$ cat src/hdl/cidr_pkg.sv
// Package with register map, field layout and reset values of the clock config bank
`default_nettype none
package cidr_pkg;

  // Register byte addresses (page in the upper byte)
  localparam logic [15:0] CIDR_LIMIT_SETTLE_EN_ADDR = 16'h05ac;
  localparam logic [15:0] CIDR_LIMIT_LOW_ADDR = 16'h05ad;
  localparam logic [15:0] CIDR_LIMIT_HIGH_ADDR = 16'h05ae;
  localparam logic [15:0] CIDR_SETTLE_LOW_ADDR = 16'h05b1;
  localparam logic [15:0] CIDR_SETTLE_HIGH_ADDR = 16'h05b2;
  localparam logic [15:0] CIDR_REF_SRC_ADDR = 16'h090e;
  localparam logic [15:0] CIDR_IO_LEVEL_ADDR = 16'h0943;
  localparam logic [15:0] CIDR_IN_CTRL_ADDR = 16'h0949;
  localparam logic [15:0] CIDR_IN_TO_DET_ADDR = 16'h094a;
  localparam logic [15:0] CIDR_HYS_LOW_ADDR = 16'h094e;
  localparam logic [15:0] CIDR_HYS_HIGH_THR_ADDR = 16'h094f;
  localparam logic [15:0] CIDR_REF_MULT_INT_ADDR = 16'h095e;
  localparam logic [15:0] CIDR_DIV_HALF_ADD_ADDR = 16'h0a02;
  localparam logic [15:0] CIDR_DIV_ROUTING_ADDR = 16'h0a03;
  localparam logic [15:0] CIDR_DIV_INT_MODE_ADDR = 16'h0a04;
  localparam logic [15:0] CIDR_DIV_POWER_ADDR = 16'h0a05;

  // Counts of inputs and output dividers
  localparam int CIDR_NUM_INPUTS = 4;
  localparam int CIDR_NUM_DIVIDERS = 5;

  // Field positions inside the bytes
  localparam int CIDR_LIMIT_EN_BIT = 0;
  localparam int CIDR_SETTLE_DET_EN_BIT = 3;
  localparam int CIDR_REF_SRC_BIT = 0;
  localparam int CIDR_IO_LEVEL_BIT = 0;
  localparam int CIDR_REF_MULT_INT_BIT = 0;
  localparam int CIDR_IN_FMT_LSB = 4;
  localparam int CIDR_CMOS_THR_LSB = 4;
  localparam int CIDR_HYS_HIGH_BITS = 4;

  // Reset values of every field
  localparam logic CIDR_LIMIT_EN_RST = 1'h0;
  localparam logic CIDR_SETTLE_DET_EN_RST = 1'h0;
  localparam logic [15:0] CIDR_LIMIT_RST = 16'h0000;
  localparam logic [15:0] CIDR_SETTLE_RST = 16'h0000;
  localparam logic CIDR_REF_SRC_RST = 1'h0;
  localparam logic CIDR_IO_LEVEL_RST = 1'h0;
  localparam logic [3:0] CIDR_IN_EN_RST = 4'h0;
  localparam logic [3:0] CIDR_IN_FMT_RST = 4'h0;
  localparam logic [3:0] CIDR_IN_TO_DET_RST = 4'h0;
  localparam logic [11:0] CIDR_HYS_RST = 12'h000;
  localparam logic [3:0] CIDR_CMOS_THR_RST = 4'h0;
  localparam logic CIDR_REF_MULT_INT_RST = 1'h0;
  localparam logic [4:0] CIDR_DIV_HALF_ADD_RST = 5'h00;
  localparam logic [4:0] CIDR_DIV_ROUTING_RST = 5'h00;
  localparam logic [4:0] CIDR_DIV_INT_MODE_RST = 5'h00;
  localparam logic [4:0] CIDR_DIV_POWER_RST = 5'h00;

  // Read value of unmapped addresses and reserved bits
  localparam logic [7:0] CIDR_UNMAPPED_RDATA = 8'h00;

endpackage
`default_nettype wire

$ cat src/hdl/cidr_config_regs.sv
// Clock input, reference and output divider configuration register bank
`timescale 1ns/1ps
`default_nettype none

// Function
// Reference source bit 0 picks crystal when 0, external clock when 1.
// I/O level bit sets control pins to 1.8 V when 0, 3.3 V when 1.
// Host at 3.3 V with 1.8 V core must select the 3.3 V level.
// Input enable bit 1 enables buffer; 0 disables and powers it down.
// Upper nibble format bits pick standard format at 0, pulsed CMOS at 1.
// Input n uses enable bit n and format bit n+4.
// Threshold bits 7:4 pick pulsed CMOS buffer at 0, LVCMOS at 1.
// Divider mode bit n makes divider n fractional at 0, integer at 1.
// Host must pulse soft reset after changing divider mode bits.
// Dividers that may go fractional should start with mode bit 0.
// Divider power bit 0 powers divider down; active dividers need 1.
// Routing bit n connects divider n clock to output driver muxes.
// Split fields keep the lower address in the least significant bits.
// A write updates every field of the addressed byte together.
module cidr_config_regs
  import cidr_pkg::*;
#(
  parameter int NUM_INPUTS = CIDR_NUM_INPUTS,
  parameter int NUM_DIVIDERS = CIDR_NUM_DIVIDERS
)
(
  input wire logic ref_clk,
  input wire logic arst_n,
  input wire logic clk_en,
  input wire logic [15:0] reg_addr,
  input wire logic reg_wr_en,
  input wire logic [7:0] reg_wdata,
  input wire logic reg_rd_en,
  input wire logic soft_reset,
  output logic [7:0] reg_rdata,
  output logic reg_rd_valid,
  output logic reference_source_external,
  output logic io_level_3v3,
  output logic [NUM_INPUTS-1:0] input_buffer_on,
  output logic [NUM_INPUTS-1:0] input_pulsed_cmos,
  output logic [NUM_INPUTS-1:0] cmos_threshold_lvcmos,
  output logic [NUM_INPUTS-1:0] input_to_detector_enable,
  output logic [11:0] input_hysteresis_select,
  output logic output_ceiling_enable,
  output logic [15:0] output_ceiling_value,
  output logic holdover_settle_detect_enable,
  output logic [15:0] holdover_settle_goal,
  output logic reference_multiplier_integer_mode,
  output logic [NUM_DIVIDERS-1:0] divider_half_add,
  output logic [NUM_DIVIDERS-1:0] divider_integer_mode,
  output logic [NUM_DIVIDERS-1:0] divider_power_on,
  output logic [NUM_DIVIDERS-1:0] divider_output_routing
);

  // Software visible register state
  logic limit_en_reg;
  logic settle_det_en_reg;
  logic [15:0] limit_reg;
  logic [15:0] settle_reg;
  logic ref_src_reg;
  logic io_level_reg;
  logic [NUM_INPUTS-1:0] in_en_reg;
  logic [NUM_INPUTS-1:0] in_fmt_reg;
  logic [NUM_INPUTS-1:0] in_det_reg;
  logic [11:0] hys_reg;
  logic [NUM_INPUTS-1:0] cmos_thr_reg;
  logic ref_mult_int_reg;
  logic [NUM_DIVIDERS-1:0] half_add_reg;
  logic [NUM_DIVIDERS-1:0] routing_reg;
  logic [NUM_DIVIDERS-1:0] int_mode_reg;
  logic [NUM_DIVIDERS-1:0] power_reg;

  // Divider mode actually applied to the datapath
  logic [NUM_DIVIDERS-1:0] int_mode_applied_next;

  logic [7:0] rdata_next;

  // Limit and settle enables share one byte; each process decodes its own bytes
  always_ff @(posedge ref_clk or negedge arst_n)
  begin
    if (!arst_n)
    begin
      limit_en_reg <= CIDR_LIMIT_EN_RST;
      settle_det_en_reg <= CIDR_SETTLE_DET_EN_RST;
    end
    else if (clk_en && reg_wr_en && (reg_addr == CIDR_LIMIT_SETTLE_EN_ADDR))
    begin
      limit_en_reg <= reg_wdata[CIDR_LIMIT_EN_BIT];
      settle_det_en_reg <= reg_wdata[CIDR_SETTLE_DET_EN_BIT];
    end
  end

  // Output ceiling, low byte at the lower address
  always_ff @(posedge ref_clk or negedge arst_n)
  begin
    if (!arst_n)
      limit_reg <= CIDR_LIMIT_RST;
    else if (clk_en)
    begin
      if (reg_wr_en && (reg_addr == CIDR_LIMIT_LOW_ADDR))
        limit_reg[7:0] <= reg_wdata;
      if (reg_wr_en && (reg_addr == CIDR_LIMIT_HIGH_ADDR))
        limit_reg[15:8] <= reg_wdata;
    end
  end

  // Holdover settle goal, low byte at the lower address
  always_ff @(posedge ref_clk or negedge arst_n)
  begin
    if (!arst_n)
      settle_reg <= CIDR_SETTLE_RST;
    else if (clk_en)
    begin
      if (reg_wr_en && (reg_addr == CIDR_SETTLE_LOW_ADDR))
        settle_reg[7:0] <= reg_wdata;
      if (reg_wr_en && (reg_addr == CIDR_SETTLE_HIGH_ADDR))
        settle_reg[15:8] <= reg_wdata;
    end
  end

  // Reference source and control pin level
  always_ff @(posedge ref_clk or negedge arst_n)
  begin
    if (!arst_n)
    begin
      ref_src_reg <= CIDR_REF_SRC_RST;
      io_level_reg <= CIDR_IO_LEVEL_RST;
    end
    else if (clk_en)
    begin
      if (reg_wr_en && (reg_addr == CIDR_REF_SRC_ADDR))
        ref_src_reg <= reg_wdata[CIDR_REF_SRC_BIT];
      if (reg_wr_en && (reg_addr == CIDR_IO_LEVEL_ADDR))
        io_level_reg <= reg_wdata[CIDR_IO_LEVEL_BIT];
    end
  end

  // Input enables and formats written as one byte
  always_ff @(posedge ref_clk or negedge arst_n)
  begin
    if (!arst_n)
    begin
      in_en_reg <= CIDR_IN_EN_RST;
      in_fmt_reg <= CIDR_IN_FMT_RST;
      in_det_reg <= CIDR_IN_TO_DET_RST;
    end
    else if (clk_en)
    begin
      if (reg_wr_en && (reg_addr == CIDR_IN_CTRL_ADDR))
      begin
        in_en_reg <= reg_wdata[NUM_INPUTS-1:0];
        in_fmt_reg <= reg_wdata[CIDR_IN_FMT_LSB +: NUM_INPUTS];
      end
      if (reg_wr_en && (reg_addr == CIDR_IN_TO_DET_ADDR))
        in_det_reg <= reg_wdata[NUM_INPUTS-1:0];
    end
  end

  // Hysteresis shares its top byte with the CMOS thresholds
  always_ff @(posedge ref_clk or negedge arst_n)
  begin
    if (!arst_n)
    begin
      hys_reg <= CIDR_HYS_RST;
      cmos_thr_reg <= CIDR_CMOS_THR_RST;
    end
    else if (clk_en)
    begin
      if (reg_wr_en && (reg_addr == CIDR_HYS_LOW_ADDR))
        hys_reg[7:0] <= reg_wdata;
      if (reg_wr_en && (reg_addr == CIDR_HYS_HIGH_THR_ADDR))
      begin
        hys_reg[11:8] <= reg_wdata[CIDR_HYS_HIGH_BITS-1:0];
        cmos_thr_reg <= reg_wdata[CIDR_CMOS_THR_LSB +: NUM_INPUTS];
      end
    end
  end

  // Divider controls and reference multiplier mode
  always_ff @(posedge ref_clk or negedge arst_n)
  begin
    if (!arst_n)
    begin
      ref_mult_int_reg <= CIDR_REF_MULT_INT_RST;
      half_add_reg <= CIDR_DIV_HALF_ADD_RST;
      routing_reg <= CIDR_DIV_ROUTING_RST;
      int_mode_reg <= CIDR_DIV_INT_MODE_RST;
      power_reg <= CIDR_DIV_POWER_RST;
    end
    else if (clk_en)
    begin
      if (reg_wr_en && (reg_addr == CIDR_REF_MULT_INT_ADDR))
        ref_mult_int_reg <= reg_wdata[CIDR_REF_MULT_INT_BIT];
      if (reg_wr_en && (reg_addr == CIDR_DIV_HALF_ADD_ADDR))
        half_add_reg <= reg_wdata[NUM_DIVIDERS-1:0];
      if (reg_wr_en && (reg_addr == CIDR_DIV_ROUTING_ADDR))
        routing_reg <= reg_wdata[NUM_DIVIDERS-1:0];
      if (reg_wr_en && (reg_addr == CIDR_DIV_INT_MODE_ADDR))
        int_mode_reg <= reg_wdata[NUM_DIVIDERS-1:0];
      if (reg_wr_en && (reg_addr == CIDR_DIV_POWER_ADDR))
        power_reg <= reg_wdata[NUM_DIVIDERS-1:0];
    end
  end

  // Moving to integer waits for soft reset; moving to fractional is immediate,
  // which is why a divider that may go fractional should start at zero
  always_comb
  begin
    if (soft_reset)
    begin
      int_mode_applied_next = int_mode_reg;
    end
    else
    begin
      int_mode_applied_next = divider_integer_mode & int_mode_reg;
    end
  end

  // Applied divider mode, power and routing to the output path
  always_ff @(posedge ref_clk or negedge arst_n)
  begin
    if (!arst_n)
    begin
      divider_integer_mode <= CIDR_DIV_INT_MODE_RST;
      divider_power_on <= CIDR_DIV_POWER_RST;
      divider_output_routing <= CIDR_DIV_ROUTING_RST;
      divider_half_add <= CIDR_DIV_HALF_ADD_RST;
    end
    else if (clk_en)
    begin
      divider_integer_mode <= int_mode_applied_next;
      divider_power_on <= power_reg;
      // A powered-down divider has no clock to route
      divider_output_routing <= routing_reg & power_reg;
      divider_half_add <= half_add_reg;
    end
  end

  // Per-input buffer controls
  for (genvar i = 0; i < NUM_INPUTS; i++)
  begin : g_input
    always_ff @(posedge ref_clk or negedge arst_n)
    begin
      if (!arst_n)
      begin
        input_buffer_on[i] <= CIDR_IN_EN_RST[i];
        input_pulsed_cmos[i] <= CIDR_IN_FMT_RST[i];
        cmos_threshold_lvcmos[i] <= CIDR_CMOS_THR_RST[i];
        input_to_detector_enable[i] <= CIDR_IN_TO_DET_RST[i];
      end
      else if (clk_en)
      begin
        // Disabled inputs are fully powered down, format is don't care
        input_buffer_on[i] <= in_en_reg[i];
        input_pulsed_cmos[i] <= in_en_reg[i] & in_fmt_reg[i];
        cmos_threshold_lvcmos[i] <= in_en_reg[i] & cmos_thr_reg[i];
        input_to_detector_enable[i] <= in_en_reg[i] & in_det_reg[i];
      end
    end
  end

  // Remaining static configuration outputs
  always_ff @(posedge ref_clk or negedge arst_n)
  begin
    if (!arst_n)
    begin
      reference_source_external <= CIDR_REF_SRC_RST;
      io_level_3v3 <= CIDR_IO_LEVEL_RST;
      input_hysteresis_select <= CIDR_HYS_RST;
      output_ceiling_enable <= CIDR_LIMIT_EN_RST;
      output_ceiling_value <= CIDR_LIMIT_RST;
      holdover_settle_detect_enable <= CIDR_SETTLE_DET_EN_RST;
      holdover_settle_goal <= CIDR_SETTLE_RST;
      reference_multiplier_integer_mode <= CIDR_REF_MULT_INT_RST;
    end
    else if (clk_en)
    begin
      reference_source_external <= ref_src_reg;
      io_level_3v3 <= io_level_reg;
      input_hysteresis_select <= hys_reg;
      output_ceiling_enable <= limit_en_reg;
      output_ceiling_value <= limit_reg;
      holdover_settle_detect_enable <= settle_det_en_reg;
      holdover_settle_goal <= settle_reg;
      reference_multiplier_integer_mode <= ref_mult_int_reg;
    end
  end

  // Read mux; reserved bits and unmapped addresses read zero
  always_comb
  begin
    rdata_next = CIDR_UNMAPPED_RDATA;
    if (reg_addr == CIDR_LIMIT_SETTLE_EN_ADDR)
    begin
      rdata_next[CIDR_LIMIT_EN_BIT] = limit_en_reg;
      rdata_next[CIDR_SETTLE_DET_EN_BIT] = settle_det_en_reg;
    end
    else if (reg_addr == CIDR_LIMIT_LOW_ADDR)
      rdata_next = limit_reg[7:0];
    else if (reg_addr == CIDR_LIMIT_HIGH_ADDR)
      rdata_next = limit_reg[15:8];
    else if (reg_addr == CIDR_SETTLE_LOW_ADDR)
      rdata_next = settle_reg[7:0];
    else if (reg_addr == CIDR_SETTLE_HIGH_ADDR)
      rdata_next = settle_reg[15:8];
    else if (reg_addr == CIDR_REF_SRC_ADDR)
      rdata_next[CIDR_REF_SRC_BIT] = ref_src_reg;
    else if (reg_addr == CIDR_IO_LEVEL_ADDR)
      rdata_next[CIDR_IO_LEVEL_BIT] = io_level_reg;
    else if (reg_addr == CIDR_IN_CTRL_ADDR)
    begin
      rdata_next[NUM_INPUTS-1:0] = in_en_reg;
      rdata_next[CIDR_IN_FMT_LSB +: NUM_INPUTS] = in_fmt_reg;
    end
    else if (reg_addr == CIDR_IN_TO_DET_ADDR)
      rdata_next[NUM_INPUTS-1:0] = in_det_reg;
    else if (reg_addr == CIDR_HYS_LOW_ADDR)
      rdata_next = hys_reg[7:0];
    else if (reg_addr == CIDR_HYS_HIGH_THR_ADDR)
    begin
      rdata_next[CIDR_HYS_HIGH_BITS-1:0] = hys_reg[11:8];
      rdata_next[CIDR_CMOS_THR_LSB +: NUM_INPUTS] = cmos_thr_reg;
    end
    else if (reg_addr == CIDR_REF_MULT_INT_ADDR)
      rdata_next[CIDR_REF_MULT_INT_BIT] = ref_mult_int_reg;
    else if (reg_addr == CIDR_DIV_HALF_ADD_ADDR)
      rdata_next[NUM_DIVIDERS-1:0] = half_add_reg;
    else if (reg_addr == CIDR_DIV_ROUTING_ADDR)
      rdata_next[NUM_DIVIDERS-1:0] = routing_reg;
    else if (reg_addr == CIDR_DIV_INT_MODE_ADDR)
    begin
      // Shows the written value, not the one applied to the dividers
      rdata_next[NUM_DIVIDERS-1:0] = int_mode_reg;
    end
    else if (reg_addr == CIDR_DIV_POWER_ADDR)
      rdata_next[NUM_DIVIDERS-1:0] = power_reg;
  end

  // Registered read answer, one cycle after the request
  always_ff @(posedge ref_clk or negedge arst_n)
  begin
    if (!arst_n)
    begin
      reg_rdata <= CIDR_UNMAPPED_RDATA;
      reg_rd_valid <= 1'b0;
    end
    else if (clk_en)
    begin
      reg_rd_valid <= reg_rd_en;
      if (reg_rd_en)
      begin
        reg_rdata <= rdata_next;
      end
    end
  end

endmodule

`default_nettype wire

$ cat config.mk
export PLATFORM = sky130hd
export DESIGN_NAME = cidr_config_regs
export DESIGN_NICKNAME = d
export VERILOG_FILES = /design/src/hdl/cidr_pkg.sv /design/src/hdl/cidr_config_regs.sv
export SDC_FILE = /design/constraint.sdc
export NUM_CORES = 1
export LEC_CHECK = 0
export BUFFER_PORTS_ARGS = -buffer_cell sky130_fd_sc_hd__buf_4
export CORE_ASPECT_RATIO = 1.4
export CORE_MARGIN = 3
export CORE_UTILIZATION = 57
export CTS_CLUSTER_DIAMETER = 100
export CTS_CLUSTER_SIZE = 28
export DETAILED_ROUTE_END_ITERATION = 8
export PLACE_DENSITY = 0.8
export SLEW_MARGIN = 20
export SYNTH_ARGS = -nofsm -noshare
export SYNTH_HDL_FRONTEND = slang
export SYNTH_SLANG_ARGS = --single-unit
$ cat constraint.sdc
create_clock -name ref_clk -period 1.7 [get_ports ref_clk]
set_clock_uncertainty 0.05 [all_clocks]
set_input_delay 0.17 -clock ref_clk [delete_from_list [all_inputs] [get_ports ref_clk]]
set_output_delay 0.17 -clock ref_clk [all_outputs]
set_load 0.05 [all_outputs]
# Word-level counts from Yosys, hierarchy flattened
# Index checks and enable logic that the tools add are counted.
# totals
reg_bits	179
latchBits	0
ramBits	0
rom_bits	0
input_bits	30
output_inout_bits	94
word_cells	149
mem_count	0
# classes
addsub	0
n_mul	0
div_mod_pow	0
magnitude_cmp	0
eq_ne	16
shifts	0
n_mux	37
n_bitwise	14
n_reduce_logical	33
# op_table
operator	count
16-bit by 12-bit equality test with 1-bit output (second input constant)	11
5-bit two-way mux	18
16-bit by 11-bit equality test with 1-bit output (second input constant)	5
8-bit two-way mux	6
2-bit AND reduction	16
1-bit logical AND	17
4-bit two-way mux	4
7-bit two-way mux	2
1-bit AND	12
5-bit AND	2
1-bit two-way mux	5
3-bit two-way mux	1
2-bit two-way mux	1

# Depth between registers and ports, before layout
# logic_depth
depth_word	29
mapped_depth	8
mapped_depth_nobuf	6

# Worst setup path before layout
# Ideal clock, no wire load.
# synth_timing
path_type	input -> register
startpoint	in reg_addr[13]
endpoint	reg limit_reg[0]
setup_time_ps	125
t_arrival_ps	2012
required_ps	1525
path_slack_ps	-487
path_stages	6
path_buffers	1
path_cell_list	or4_4 > or4_4 > buf_6 > nor3_4 > nand2_4 > mux2_4
# synth_via
elab_chain_cells	3
# synth_rtl
item	line	rtl
start: declaration	cidr_config_regs.sv:30	input wire logic [15:0] reg_addr,
16-bit by 11-bit equality test with 1-bit output	cidr_config_regs.sv:100	if (reg_wr_en && (reg_addr == CIDR_LIMIT_LOW_ADDR))
1-bit logical AND	cidr_config_regs.sv:100	
2-bit AND reduction (no line)	--	
end signal: assignment	cidr_config_regs.sv:101	limit_reg[7:0] <= reg_wdata;
end: declaration	cidr_config_regs.sv:58	logic [15:0] limit_reg;
# Every way passes these cells.
# A chain may end at the register's enable or synchronous reset.

# Final worst setup path
# Ends and elaborated chain as after synthesis.

==> results.md <==
* Hold Vio Cnt, Final at 0
* Launching element type of the critical path: primary input
* Post-synth ARST share at 100%
* CP peak stage delay at 0.56 ns
* Layout cells sized above 1 at between 40% and 50%
* Routed WL at 22600 um
* WP data required at around 2.0 ns
* LEAKAGE at 5.26 nW
* Area grow syn2layout at 32.3%
* Pin count of the biggest net entering global routing at 85
* DRT iter0 DRCs at approximately 360
* Critical path's slowest cell: or4_4
* WL per Instance at 22.0 um
* Final Non-Filler Cells at 1029
* Combinational Power Share at 6.9%
* Clock root buffer master: clkbuf_16
* Max Fclk at 0.555 GHz
* Die area at 15400 sq um
* Post-route cell area at about 10000 sq um
* Total track usage at 30.2%
* Max VDD drop at between 0.5 and 0.6 mV
* Failing checks: negative setup slack
* Syn nets at 659
* Synth Area per Inst at between 10 and 15 sq um
* Num CTS Buffers at 17
* Cell Chain, Critical Path: buf_8 > or4_4 > or4_4 > nor3_4 > nand2_4 > mux2_4
* Initial Utilization at 58.7%
* Post-DP HPWL at 16600 um
* Latest clock arrival within the worst-skew pair at 0.42 ns
* Global-route wire length before repair at 35800 um
* Die Wd at between 100 and 150 um
* Overflow after GRT at 0
* Distinct cells, synth at 59
* Share of the synthesized area in the top cell type at 56.5%
* NumNets Final at 865
* Vias in the first global route at 6502
* Measured slew at the worst slew-check pin at 0.684 ns
* Switching Share at 23.7%
* Fillers at 897
* Final Max Slew Viols at 0
* Height of the die at 146 um
* Number of diodes at 0
* Synth warn at 0
* Worst hold path type: primary input to flop
* Worst Path Arrival at 2.05 ns
* Most frequent cell after synthesis: dfrtp_1
* Rel. slew slack at 54.4%
* Core Region at 13500 sq um
* Clock network power share at 44.2%
* Status: finished with violations
* Clock Path Buffers at 2
* Internal at 6.68 mW
* Cell Rows at 50
* Hold Crit Depth at 2
* Reg clk slew, reported paths at about 0.070 ns
* CP dominant cell by count: or4_4
* RSZ-0062 raised after global routing: true
* Synth Flop Type: dfrtp_1
* Seq/Total Area, Yosys at a little under three fifths
* Vias at 6059
* Power Dens Cells at 836 nW/um^2
* Post-synth EDFFs at 0
* DP Area at a little under 10000 sq um
* DR DRC count at 0
* FF-to-FF path depth at 6
* Worst hold start: reg_wdata[5]
* R2r startpoint: int_mode_reg[0]$_DFFE_PN0P_
* Commonest cells in the netlist: dfrtp_1, mux2_2, nand3_1
* Fin worst setup slack at -0.103 ns
* Initial antenna violation count at 0
* Worst r2r dst: reg_rdata[0]$_DFFE_PN0P_
* Synth area leader: dfrtp_1
* Tcrit/Tclk final at 106%
* Worst-path fanout max at 8
* Final setup fails at 20
* Setup Crit Path Kind: primary input to flop
* Overall power of the completed layout at 8.77 mW
* CTS tree: yes
* Switching power at approximately 2.1 mW
* Vias per cell at 5.89
* Mapped cell area at ~7900 sq um
* Reg-to-reg setup timing slack at 0.05 ns
* Routed Antenna Nets at 0
* Port Buf Inserts at 123
* # clock sinks at 179
* Cell total after placement at 990
* CP Launch Point: reg_addr[13]
* H-tree levels at 4
* Area contributors post-synth: dfrtp_1, mux2_2, nand3_1
* #FFs+latches synth at 179
* Pre-Repair DR Iteration Count at 5
* Post-synthesis cell count at 629
* GP Congestion at 0.945
* WHS Endpoint: limit_reg[13]$_DFFE_PN0P_
* Share of power burned in registers at approximately 50%
* Worst setup EP type: flop
* Number of I/O pins at roughly 120
* Crit path time final at 1.80 ns
* Max_cap viols at 0
[per-layer routing]
| metal | global-route usage (%) | vias up | routed length, um |
|---|---|---|---|
| met5 | 0 | - | 0 |
| met4 | 12.9 | 0 | 797 |
| met3 | 4.26 | 46 | 837 |
| met2 | 54.9 | 206 | 12500 |
| met1 | 35.6 | 3104 | 8450 |
| li1 | - | 2703 | - |
[layout by cell type (no fill, tap or decap), drive strengths merged, types with 3 or more instances in the layout]
master	instances
buf	215
dfrtp	179
mux2	145
inv	34
nand3	32
o21ai	31
nand2	29
a21oi	22
clkbuf	18
nor2	17
nor3	15
a221oi	7
o22ai	7
mux2i	7
nand2b	7
and3	7
nand4b	6
o221ai	6
a31oi	5
nor4	4
nor2b	4
and2	4
clkinv	4
o21a	3
a2bb2oi	3
nand4	3
[through the flow]
stage / setup TNS (ns) / setup slack (ns) / utilization, % / hold slack (ns)
2_1_floorplan: -15.62 / -0.436 / - / -0.176
3_3_place_gp: -30.30 / -0.521 / 72.2 / 0.0104
3_5_place_dp: -32.46 / -0.554 / 72.2 / 0.0237
4_1_cts: -0.999 / -0.0927 / 76.9 / 0.0339
5_1_grt: -2.28 / -0.130 / 77.6 / 0.0321
6_report: -1.52 / -0.103 / 77.6 / 0.0483
[power groups by stage]
| stage | registers (mW) | clock network [mW] | logic, mW |
|---|---|---|---|
| global placement | 4.36 | 0 | 0.580 |
| finish | 4.28 | 3.88 | 0.608 |
| CTS | 4.28 | 3.93 | 0.606 |
| detailed placement | 4.36 | 0 | 0.595 |
| floorplan | 4.41 | 0 | 0.198 |
| global route | 4.28 | 4.13 | 0.653 |
[worst max-delay path by stage]
| stage | end | slack [ns] |
|---|---|---|
| 6_report | limit_reg[0]$_DFFE_PN0P_ | -0.10 |
| 4_1_cts | limit_reg[0]$_DFFE_PN0P_ | -0.09 |
| 2_1_floorplan | limit_reg[0]$_DFFE_PN0P_ | -0.44 |
| 3_5_place_dp | limit_reg[4]$_DFFE_PN0P_ | -0.55 |
| 5_1_grt | limit_reg[14]$_DFFE_PN0P_ | -0.13 |
| 3_3_place_gp | limit_reg[0]$_DFFE_PN0P_ | -0.52 |
[timing repair]
action	in CTS	in global routing
gates cloned	1	0
resized for setup	6	18
endpoints found under the hold margin	105	0
endpoints found under the setup margin	42	47
pin swaps	1	6
hold buffers	2	0
setup buffers	1	4
[kinds of logic after synthesis]
logic type,after synthesis,synth area share [%]
mux,152,21.9
buf+inv,58,2.90
flops,179,56.5
simple gates,139,10.5
compound gates,101,8.19
[final cells by class]
| cell class | count | area [sq um] | area share (%) |
|---|---|---|---|
| multi-input cells | 392 | 3370 | 32.1 |
| well taps | 182 | 228 | 2.17 |
| flip-flops and latches | 179 | 4480 | 42.7 |
| inverters | 28 | 105 | 1.00 |
| clock buffers | 18 | 429 | 4.09 |
| repair buffers | 217 | 1730 | 16.5 |
| clock inverters | 13 | 146 | 1.40 |
[critical path, delay by kind of cell]
| kind | cells | cell delay [ns] |
|---|---|---|
| muxes | 1 | 0.32 |
| and+or+nand+nor | 4 | 1.47 |
| buffers and inverters | 1 | 0.09 |
Power figures use the tool's default switching activity.
